[config.mk]
export PLATFORM = sky130hd
export DESIGN_NAME = sdbac_ctrl
export DESIGN_NICKNAME = d
export VERILOG_FILES = /design/src/pkg/sdbac_pkg.sv /design/src/rtl/sdbac_ctrl.sv /design/src/rtl/sdbac_rdbuf.sv
export SDC_FILE = /design/constraint.sdc
export NUM_CORES = 2
export LEC_CHECK = 0
export ABC_AREA = 1
export BUFFER_PORTS_ARGS = -buffer_cell sky130_fd_sc_hd__buf_2
export CAP_MARGIN = 30
export CORE_UTILIZATION = 41
export CTS_BUF_LIST = sky130_fd_sc_hd__clkbuf_8
export DETAILED_ROUTE_END_ITERATION = 8
export PLACE_DENSITY_LB_ADDON = 0.05
export RECOVER_POWER = 50
export SYNTH_ARGS = -nofsm -noshare
export SYNTH_HDL_FRONTEND = slang
export SYNTH_MEMORY_MAX_BITS = 65536
export SYNTH_SLANG_ARGS = --single-unit
[constraint.sdc]
create_clock -name clk_in -period 3.4 [get_ports clk_in]
set_input_delay 0.68 -clock clk_in [delete_from_list [all_inputs] [get_ports clk_in]]
set_output_delay 0.68 -clock clk_in [all_outputs]
set_load 0.005 [all_outputs]
[src/pkg/sdbac_pkg.sv]
// Package of constants and types for the SDRAM burst access controller.
`default_nettype none
package sdbac_pkg;
    // Software register offsets, word addressed.
    localparam logic [3:0] CMD_OFS      = 4'h0;
    localparam logic [3:0] ADDR_OFS     = 4'h1;
    localparam logic [3:0] WDATA_OFS    = 4'h2;
    localparam logic [3:0] CFG_OFS      = 4'h3;
    localparam logic [3:0] STATUS_OFS   = 4'h4;
    localparam logic [3:0] RDATA_OFS    = 4'h5;
    localparam logic [3:0] RCOUNT_OFS   = 4'h6;
    // Command register bit positions.
    localparam int CMD_OP_LSB   = 0;
    localparam int CMD_AP_BIT   = 3;
    localparam int CMD_ALL_BIT  = 4;
    localparam int CMD_MASK_LSB = 8;
    // Address register field layout.
    localparam int ADDR_ROW_LSB  = 0;
    localparam int ADDR_COL_LSB  = 0;
    localparam int ADDR_BANK_BIT = 16;
    // Device address bit positions.
    localparam int PRE_ALL_BIT   = 10;
    localparam int AUTO_PRE_BIT  = 10;
    localparam int BANK_SEL_BIT  = 11;
    // Configuration register field layout and reset value.
    localparam int CFG_CL_BIT    = 0;
    localparam int CFG_BL_LSB    = 4;
    localparam logic [31:0] CFG_RESET = 32'h0000_0021;
    // Burst length codes.
    localparam logic [2:0] BL_1    = 3'h0;
    localparam logic [2:0] BL_2    = 3'h1;
    localparam logic [2:0] BL_4    = 3'h2;
    localparam logic [2:0] BL_8    = 3'h3;
    localparam logic [2:0] BL_FULL = 3'h7;
    localparam logic [8:0] FULL_PAGE_LEN = 9'h100;
    // Timing, in nanoseconds and derived cycles at 100 MHz.
    localparam int CLK_PERIOD_NS = 10;
    localparam int T_RP_NS       = 20;
    localparam int T_RCD_NS      = 20;
    localparam int RP_CYC        = (T_RP_NS + CLK_PERIOD_NS - 1) / CLK_PERIOD_NS;
    localparam int RCD_CYC       = (T_RCD_NS + CLK_PERIOD_NS - 1) / CLK_PERIOD_NS;
    localparam int WRITE_RECOVERY_CYC = 1;
    localparam int WRITE_AP_EXTRA_CYC = 2;
    localparam int MASK_READ_DELAY    = 2;
    localparam int BUS_TURN_CYC       = 1;
    // Software opcodes.
    localparam logic [2:0] OP_NONE  = 3'h0;
    localparam logic [2:0] OP_ACT   = 3'h1;
    localparam logic [2:0] OP_READ  = 3'h2;
    localparam logic [2:0] OP_WRITE = 3'h3;
    localparam logic [2:0] OP_PRE   = 3'h4;
    localparam logic [2:0] OP_STOP  = 3'h5;
    // Device command pins {cs_n, ras_n, cas_n, we_n}.
    localparam logic [3:0] DEV_NOP   = 4'h7;
    localparam logic [3:0] DEV_ACT   = 4'h3;
    localparam logic [3:0] DEV_READ  = 4'h5;
    localparam logic [3:0] DEV_WRITE = 4'h4;
    localparam logic [3:0] DEV_PRE   = 4'h2;
    localparam logic [3:0] DEV_STOP  = 4'h6;
    typedef enum logic [1:0] {
        SDBAC_IDLE = 2'b00,
        SDBAC_RD   = 2'b01,
        SDBAC_WR   = 2'b11
    } sdbac_state_t;
    typedef enum logic [1:0] {
        SDBAC_BK_IDLE = 2'b00,
        SDBAC_BK_ACT  = 2'b01,
        SDBAC_BK_PRE  = 2'b11
    } sdbac_bank_t;
endpackage
`default_nettype wire

[src/rtl/sdbac_ctrl.sv]
// Host-side controller driving the SDRAM column access through its pins.
//
// The plain strobed port and the register offsets are this design's own decisions.
`default_nettype none
module sdbac_ctrl
    import sdbac_pkg::*;
#(
    parameter int DW = 16,
    parameter int RW = 11,
    parameter int CW = 8
) (
    input  wire logic          clk_in,
    input  wire logic          sys_rst_in,
    input  wire logic [3:0]    reg_addr_in,
    input  wire logic [31:0]   reg_wdata_in,
    input  wire logic          reg_wr_in,
    input  wire logic          reg_rd_in,
    output logic      [31:0]   reg_rdata_out,
    output logic               cs_n_out,
    output logic               ras_n_out,
    output logic               cas_n_out,
    output logic               we_n_out,
    output logic      [11:0]   addr_out,
    output logic               low_byte_mask_out,
    output logic               high_byte_mask_out,
    output logic      [DW-1:0] dq_out,
    output logic               dq_oe_out,
    input  wire logic [DW-1:0] dq_in
);
    logic [31:0]   cfg_q;
    logic [31:0]   addr_q;
    logic [DW-1:0] wdata_q;
    sdbac_state_t  state_q;
    sdbac_bank_t   bank_q [2];
    logic [3:0]    bank_tmr_q [2];
    logic [8:0]    beat_q;
    logic [8:0]    burst_len;
    logic [8:0]    rcount_q;
    logic [7:0]    pipe_q;
    logic [3:0]    dev_cmd;
    logic          cl3;
    logic          full_page;
    logic [2:0]    op;
    logic          cmd_wr;
    logic          busy;
    logic          issue;
    logic          use_ap;
    logic          ap_q;
    logic          cur_bank_q;
    logic          last_wr;
    logic          cap;
    logic          err_q;
    logic [1:0]    rmask_q;
    logic [DW-1:0] rbuf_rd;
    logic          rd_pending;

    assign cl3       = cfg_q[CFG_CL_BIT];
    assign full_page = (cfg_q[CFG_BL_LSB +: 3] == BL_FULL);
    assign op        = reg_wdata_in[CMD_OP_LSB +: 3];
    assign cmd_wr    = reg_wr_in && (reg_addr_in == CMD_OFS);
    assign busy      = (state_q != SDBAC_IDLE);

    always_comb begin
        unique case (cfg_q[CFG_BL_LSB +: 3])
            BL_1:    burst_len = 9'h001;
            BL_2:    burst_len = 9'h002;
            BL_4:    burst_len = 9'h004;
            BL_8:    burst_len = 9'h008;
            default: burst_len = FULL_PAGE_LEN;
        endcase
    end

    // A read or write is issued only to an active bank; new bursts may cut old ones.
    always_comb begin
        issue = 1'b0;
        if (cmd_wr) begin
            unique case (op)
                OP_ACT:   issue = (bank_q[reg_wdata_in[ADDR_BANK_BIT]] == SDBAC_BK_IDLE);
                OP_READ,
                OP_WRITE: issue = (bank_q[addr_q[ADDR_BANK_BIT]] == SDBAC_BK_ACT);
                OP_PRE:   issue = 1'b1;
                OP_STOP:  issue = busy;
                default:  issue = 1'b0;
            endcase
        end
    end

    assign use_ap = reg_wdata_in[CMD_AP_BIT] && !full_page;

    always_comb begin
        unique case (op)
            OP_ACT:   dev_cmd = DEV_ACT;
            OP_READ:  dev_cmd = DEV_READ;
            OP_WRITE: dev_cmd = DEV_WRITE;
            OP_PRE:   dev_cmd = DEV_PRE;
            OP_STOP:  dev_cmd = DEV_STOP;
            default:  dev_cmd = DEV_NOP;
        endcase
    end

    always_ff @(posedge clk_in) begin
        if (sys_rst_in) begin
            cfg_q   <= CFG_RESET;
            addr_q  <= 32'h0000_0000;
            wdata_q <= '0;
        end else if (reg_wr_in) begin
            if (reg_addr_in == CFG_OFS) cfg_q <= reg_wdata_in;
            if (reg_addr_in == ADDR_OFS) addr_q <= reg_wdata_in;
            if (reg_addr_in == WDATA_OFS) wdata_q <= reg_wdata_in[DW-1:0];
        end
    end

    // Device pins change only after a clock edge.
    always_ff @(posedge clk_in) begin
        if (sys_rst_in) begin
            {cs_n_out, ras_n_out, cas_n_out, we_n_out} <= DEV_NOP;
            addr_out <= 12'h000;
        end else if (issue) begin
            {cs_n_out, ras_n_out, cas_n_out, we_n_out} <= dev_cmd;
            addr_out <= 12'h000;
            unique case (op)
                OP_ACT: begin
                    addr_out[RW-1:0]     <= reg_wdata_in[ADDR_ROW_LSB +: RW];
                    addr_out[BANK_SEL_BIT] <= reg_wdata_in[ADDR_BANK_BIT];
                end
                OP_PRE: begin
                    addr_out[PRE_ALL_BIT]  <= reg_wdata_in[CMD_ALL_BIT];
                    addr_out[BANK_SEL_BIT] <= addr_q[ADDR_BANK_BIT];
                end
                default: begin
                    addr_out[CW-1:0]       <= addr_q[ADDR_COL_LSB +: CW];
                    addr_out[AUTO_PRE_BIT] <= use_ap;
                    addr_out[BANK_SEL_BIT] <= addr_q[ADDR_BANK_BIT];
                end
            endcase
        end else begin
            {cs_n_out, ras_n_out, cas_n_out, we_n_out} <= DEV_NOP;
        end
    end

    // Burst sequencing; fixed bursts end by count, full page only by stop or precharge.
    assign last_wr = (state_q == SDBAC_WR) && !full_page && (beat_q == burst_len - 9'h001);
    always_ff @(posedge clk_in) begin
        if (sys_rst_in) begin
            state_q    <= SDBAC_IDLE;
            beat_q     <= 9'h000;
            ap_q       <= 1'b0;
            cur_bank_q <= 1'b0;
        end else if (issue && (op == OP_READ || op == OP_WRITE)) begin
            state_q    <= (op == OP_READ) ? SDBAC_RD : SDBAC_WR;
            beat_q     <= 9'h000;
            ap_q       <= use_ap;
            cur_bank_q <= addr_q[ADDR_BANK_BIT];
        end else if (issue && (op == OP_STOP || op == OP_PRE)) begin
            state_q <= SDBAC_IDLE;
        end else if (busy) begin
            beat_q <= beat_q + 9'h001;
            if (!full_page && beat_q == burst_len - 9'h001) state_q <= SDBAC_IDLE;
        end
    end

    // Write data goes with the command and each following beat.
    always_ff @(posedge clk_in) begin
        if (sys_rst_in) begin
            dq_oe_out <= 1'b0;
            dq_out    <= '0;
        end else begin
            dq_oe_out <= issue && op == OP_WRITE ||
                         (state_q == SDBAC_WR && !last_wr && !(issue && op != OP_WRITE));
            dq_out    <= wdata_q;
        end
    end

    // Byte masks: write masks act at once, read masks two clocks ahead of the data.
    always_ff @(posedge clk_in) begin
        if (sys_rst_in) begin
            low_byte_mask_out  <= 1'b0;
            high_byte_mask_out <= 1'b0;
        end else if (issue && op == OP_WRITE) begin
            low_byte_mask_out  <= reg_wdata_in[CMD_MASK_LSB];
            high_byte_mask_out <= reg_wdata_in[CMD_MASK_LSB + 1];
        end else if (issue && op == OP_READ) begin
            low_byte_mask_out  <= reg_wdata_in[CMD_MASK_LSB];
            high_byte_mask_out <= reg_wdata_in[CMD_MASK_LSB + 1];
        end else if (rd_pending && state_q != SDBAC_RD) begin
            low_byte_mask_out  <= 1'b1;
            high_byte_mask_out <= 1'b1;
        end else if (!busy) begin
            low_byte_mask_out  <= 1'b0;
            high_byte_mask_out <= 1'b0;
        end
    end
    always_ff @(posedge clk_in) begin
        if (sys_rst_in) begin
            rmask_q <= 2'b00;
        end else if (issue && op == OP_READ) begin
            rmask_q <= reg_wdata_in[CMD_MASK_LSB +: 2];
        end
    end

    // Capture pipe: bit k marks data due k+1 clocks after a read beat was launched.
    assign rd_pending = |pipe_q;
    always_ff @(posedge clk_in) begin
        if (sys_rst_in) begin
            pipe_q <= 8'h00;
        end else begin
            pipe_q <= {pipe_q[6:0], state_q == SDBAC_RD && !(issue && op == OP_WRITE)};
        end
    end
    assign cap = cl3 ? pipe_q[2] : pipe_q[1];

    always_ff @(posedge clk_in) begin
        if (sys_rst_in) begin
            rcount_q <= 9'h000;
        end else if (issue && op == OP_READ) begin
            rcount_q <= 9'h000;
        end else if (cap && rcount_q != FULL_PAGE_LEN) begin
            rcount_q <= rcount_q + 9'h001;
        end
    end

    sdbac_rdbuf #(.DW(DW), .AW(CW)) u_rdbuf (
        .clk_in      (clk_in),
        .wr_en_in    (cap && rcount_q != FULL_PAGE_LEN),
        .wr_addr_in  (rcount_q[CW-1:0]),
        .wr_data_in  (dq_in),
        .rd_addr_in  (reg_wdata_in[CW-1:0]),
        .rd_data_out (rbuf_rd)
    );

    // Per-bank state and timers, auto precharge idles only its own bank.
    for (genvar b = 0; b < 2; b++) begin : g_bank
        always_ff @(posedge clk_in) begin
            if (sys_rst_in) begin
                bank_q[b]     <= SDBAC_BK_IDLE;
                bank_tmr_q[b] <= 4'h0;
            end else if (issue && op == OP_ACT && reg_wdata_in[ADDR_BANK_BIT] == b) begin
                bank_q[b]     <= SDBAC_BK_ACT;
                bank_tmr_q[b] <= 4'(RCD_CYC);
            end else if (issue && op == OP_PRE && (reg_wdata_in[CMD_ALL_BIT] || addr_q[ADDR_BANK_BIT] == b)) begin
                bank_q[b]     <= SDBAC_BK_PRE;
                bank_tmr_q[b] <= 4'(RP_CYC);
            end else if (ap_q && cur_bank_q == b && busy && !full_page && beat_q == burst_len - 9'h001) begin
                bank_q[b]     <= SDBAC_BK_PRE;
                bank_tmr_q[b] <= (state_q == SDBAC_WR) ? 4'(WRITE_AP_EXTRA_CYC + RP_CYC)
                               : 4'(RP_CYC + (cl3 ? 1 : 0));
            end else if (bank_tmr_q[b] != 4'h0) begin
                bank_tmr_q[b] <= bank_tmr_q[b] - 4'h1;
            end else if (bank_q[b] == SDBAC_BK_PRE) begin
                bank_q[b] <= SDBAC_BK_IDLE;
            end
        end
    end

    always_ff @(posedge clk_in) begin
        if (sys_rst_in) begin
            err_q <= 1'b0;
        end else if (cmd_wr && !issue && op != OP_NONE) begin
            err_q <= 1'b1;
        end else if (reg_rd_in && reg_addr_in == STATUS_OFS) begin
            err_q <= 1'b0;
        end
    end

    always_ff @(posedge clk_in) begin
        if (sys_rst_in) begin
            reg_rdata_out <= 32'h0000_0000;
        end else if (reg_rd_in) begin
            unique case (reg_addr_in)
                ADDR_OFS:   reg_rdata_out <= addr_q;
                WDATA_OFS:  reg_rdata_out <= 32'(wdata_q);
                CFG_OFS:    reg_rdata_out <= cfg_q;
                STATUS_OFS: reg_rdata_out <= {20'h0, err_q, rd_pending, bank_q[1], bank_q[0],
                                              state_q, 2'h0, rmask_q};
                RDATA_OFS:  reg_rdata_out <= 32'(rbuf_rd);
                RCOUNT_OFS: reg_rdata_out <= 32'(rcount_q);
                default:    reg_rdata_out <= 32'h0000_0000;
            endcase
        end else begin
            reg_rdata_out <= 32'h0000_0000;
        end
    end
endmodule // sdbac_ctrl
`default_nettype wire

[src/rtl/sdbac_rdbuf.sv]
// Read data buffer holding the words of one burst, registered read port.
`default_nettype none
module sdbac_rdbuf #(
    parameter int DW = 16,
    parameter int AW = 8
) (
    input  wire logic          clk_in,
    input  wire logic          wr_en_in,
    input  wire logic [AW-1:0] wr_addr_in,
    input  wire logic [DW-1:0] wr_data_in,
    input  wire logic [AW-1:0] rd_addr_in,
    output logic      [DW-1:0] rd_data_out
);
    logic [DW-1:0] mem_q [0:(1<<AW)-1];

    always_ff @(posedge clk_in) begin
        if (wr_en_in) begin
            mem_q[wr_addr_in] <= wr_data_in;
        end
    end

    always_ff @(posedge clk_in) begin
        rd_data_out <= mem_q[rd_addr_in];
    end
endmodule // sdbac_rdbuf
`default_nettype wire

==> reports/qor.yml <==
path_cells: "dlygate4sd3_1 -> clkbuf_2 -> clkbuf_4"
synth_warnings: 0
dr.pass1.iters: 8
htreeDepth: 6
netlist_instances: 14100
slowest_stage: "clkbuf_2"
switchingPower_uw: 26710
ys_seq_elements: 4304
start_kind: "input pin"
powerDensity_mw_per_mm2: 543.3
row_count: 236
drt_iter0_drc: 12920
muxShareOfSynthArea_pct: 0
min_path_type: "in2reg"
antenna_found_initial: 34
synth_async_sr_flop_share_pct: 0
synth_edf_count: 4108
cp-startpoint: "dq_in[15]"
wl_um: 593600
critical_path_class: "in2reg"
antenna_left: 0
post_cts_resized: 0
period_needed_ns: 3.372
post-route-period-util_pct: 99.17
via_count: 115700
wl_per_cell_um: 27.75
setup_viol: 0
synth-xor-area-share_pct: 0.04112
synthAdderAreaFrac_pct: 0.08812
crit_cells: 3
drc_errors: 0
stdcell_count: 21390
r2r_cells: 11
skew_ns: 0.07411
clock_sinks: 4304
path_max_fanout: 82
total_power_uw: 108000
rsz0062_at_grt: "no"
syn_area_per_cell_um2: 12.08
p_int_uw: 81330
synthSimpleGateAreaFrac_pct: 17.02
io_pins: 123
switching_share_pct: 24.72
crit_family: "buffers and inverters"
drv_slew: 1110
grt_pass1_wl_um: 837600
layout.nets: 15430
synthFlopType: "edfxtp_1"
tightest_slew_ns: 3.242
place_ws_ns: -0.5002
violations: "capacitance limit, slew limit"
max_slew_margin_pct: -116.1
grt_pass1_vias: 112900
arrival_ns: 4.30
fmax_mhz: 296.6
max-cap-violations: 18
grt_max_degree: 94
vias_per_cell: 5.409
ir_drop_v: 0.0004163
seq_power_share_pct: 54.0
clockBufferDepth: 4
worstSetupEndpointType: "register"
r2r-start: "rcount_q[0]$_SDFFE_PP0P_"
power.leakage_uw: 0.07339
cts_setup_buffers: 0
clockRootBuffer: "clkbuf_8"
dp_hpwl_um: 367300
min_from: "reg_wdata_in[5]"
drive_above_1_share_pct: 13.48
status: "finished, violations left"
gp_congestion: 0.8742
crit_buf_inv: 3
numCtsBuffers: 729
hold_viol_final: 0
pwr-share-clk_pct: 39.2
share_comb_of_total_power_pct: 6.8
core_mm2: 0.4134
synthDistinctLibCells: 47
numPlacedInstances: 20050
grt_overflow: 0
synth_top_family_by_area: "simple AND/OR/NAND/NOR gates"
worst_slack_ns: 0.02808
cts_tree: "done"
syn_nets: 14170
initial_core_util_pct: 41.22
ys_seq_area_share_pct: 74.70
track_usage_pct: 27.88
die_x_um: 646.7
cts_hold_buf: 56
synth_compound_area_share_pct: 3.586
areaGrowthSynthToFinish_pct: 16.71
hold_depth: 4
dieHeight_um: 646.7
io_buffers: 121
die-area_mm2: 0.4182
required_ns: 4.33
worst_path_largest_cell_delay_ns: 1.75
clk_latency_ns: 1.28
synth.cell_area_mm2: 0.1704
clkTransAtPathRegs_ns: 0.06
==> cells in the final DEF, fill, tap and decap left out, types with 217 or more instances in the layout <==
master and n:
edfxtp_1 4108, inv_1 1316, nand2_1 3207, nand4_1 718
nand3_1 1389, buf_4 836, a21oi_1 1003, nor2_1 1313
buf_12 217, clkbuf_8 755
==> layer usage <==
metal,up-vias,share of wire (%),GRT usage (%)
met3,885,7.6,4.702
li1,52010,-,-
met5,-,0.0089,0
met2,4602,46,44.36
met1,58210,43,39.42
met4,8,2.9,7.939
==> flip-flops by register name, summed over array words and instances (netlist names), 4 cells and up, named ones only <==
signal and flops:
u_rdbuf.mem_q 4096, wdata_q 16, reg_rdata_out 32, bank_tmr_q 8, dq_out 16, bank_q 4
addr_q 32, beat_q 9, pipe_q 8, u_rdbuf.rd_data_out 16, addr_out 12, rcount_q 9
cfg_q 32
==> power groups by stage <==
stage	Clock, uW	Combinational (uW)	Sequential, uW
detailed placement	0	7410	59400
floorplan	0	2940	59300
CTS	43200	7480	58300
global placement	0	7360	59400
finish	42300	7360	58300
global route	45300	7790	58300
==> cells by family after synthesis <==
family | count (synthesis)
AND/OR/NAND/NOR | 6715
flip-flops | 4304
buffers and inverters | 1877
AO/OA/AOI/OAI | 1187
adder cells (fa/ha/maj) | 12
XOR/XNOR | 8
other | 1
==> per-stage QoR <==
| step | cell area [um^2] | setup TNS (ns) | hold slack, ns | util [%] |
|---|---|---|---|---|
| after floorplan | 170400 | 0 | 0.4032 | - |
| after global placement | 186300 | -2.736 | 0.4149 | 45.08 |
| after detailed placement | 186300 | -2.916 | 0.4262 | 45.08 |
| after CTS | 199800 | 0 | 0.06065 | 48.33 |
| after global routing | 198800 | 0 | 0.1199 | 48.10 |
| final | 198900 | 0 | 0.2048 | 48.10 |
==> worst min-delay path, stage by stage <==
cell and delay (ns):
buf_4 0.15, buf_12 0.24, nand2_1 0.15, a31oi_1 0.07
==> area by class of cell <==
| class | count | area, um^2 |
|---|---|---|
| fillers | 37500 | 214500 |
| clock inverters | 520 | 2489 |
| well taps | 5474 | 6849 |
| diodes | 10 | 25.02 |
| clock buffers | 755 | 10390 |
| repair buffers | 1331 | 12270 |
| flip-flops and latches | 4304 | 127300 |
| inverters | 1076 | 4103 |
| multi-input cells | 7923 | 35450 |
==> cells in the mapped netlist, types with 4 or more instances <==
library cell | number | area (um^2)
nand2_2 | 8 | 50.05
nor2_4 | 4 | 45.04
nand4_1 | 718 | 4492
clkbuf_1 | 289 | 1085
edfxtp_1 | 4108 | 123400
a221oi_1 | 8 | 70.07
buf_6 | 14 | 157.7
buf_2 | 335 | 1677
inv_2 | 11 | 41.29
nor3_1 | 12 | 60.06
a21oi_1 | 1003 | 5020
xor2_1 | 7 | 61.31
dfxtp_1 | 196 | 3924
nand2_1 | 3210 | 12050
buf_1 | 109 | 409.1
o22ai_1 | 16 | 100.1
o21ai_0 | 109 | 545.5
nand2_4 | 12 | 135.1
inv_1 | 1059 | 3975
a31oi_1 | 8 | 50.05
buf_4 | 54 | 405.4
nand3_1 | 1388 | 6947
a2111oi_0 | 6 | 52.55
a22oi_1 | 26 | 195.2
ha_1 | 12 | 150.1
nor2_1 | 1347 | 5056
==> final timing paths <==
kind	end	slack, ns
max reg2reg	u_rdbuf.mem_q[16][6]$_DFFE_PP_	0.25
min reg2reg	pipe_q[5]$_SDFF_PP0_	0.43
max	u_rdbuf.mem_q[129][15]$_DFFE_PP_	0.03
min	addr_out[5]$_SDFFE_PP0P_	0.20
Power figures use the tool's default switching activity.
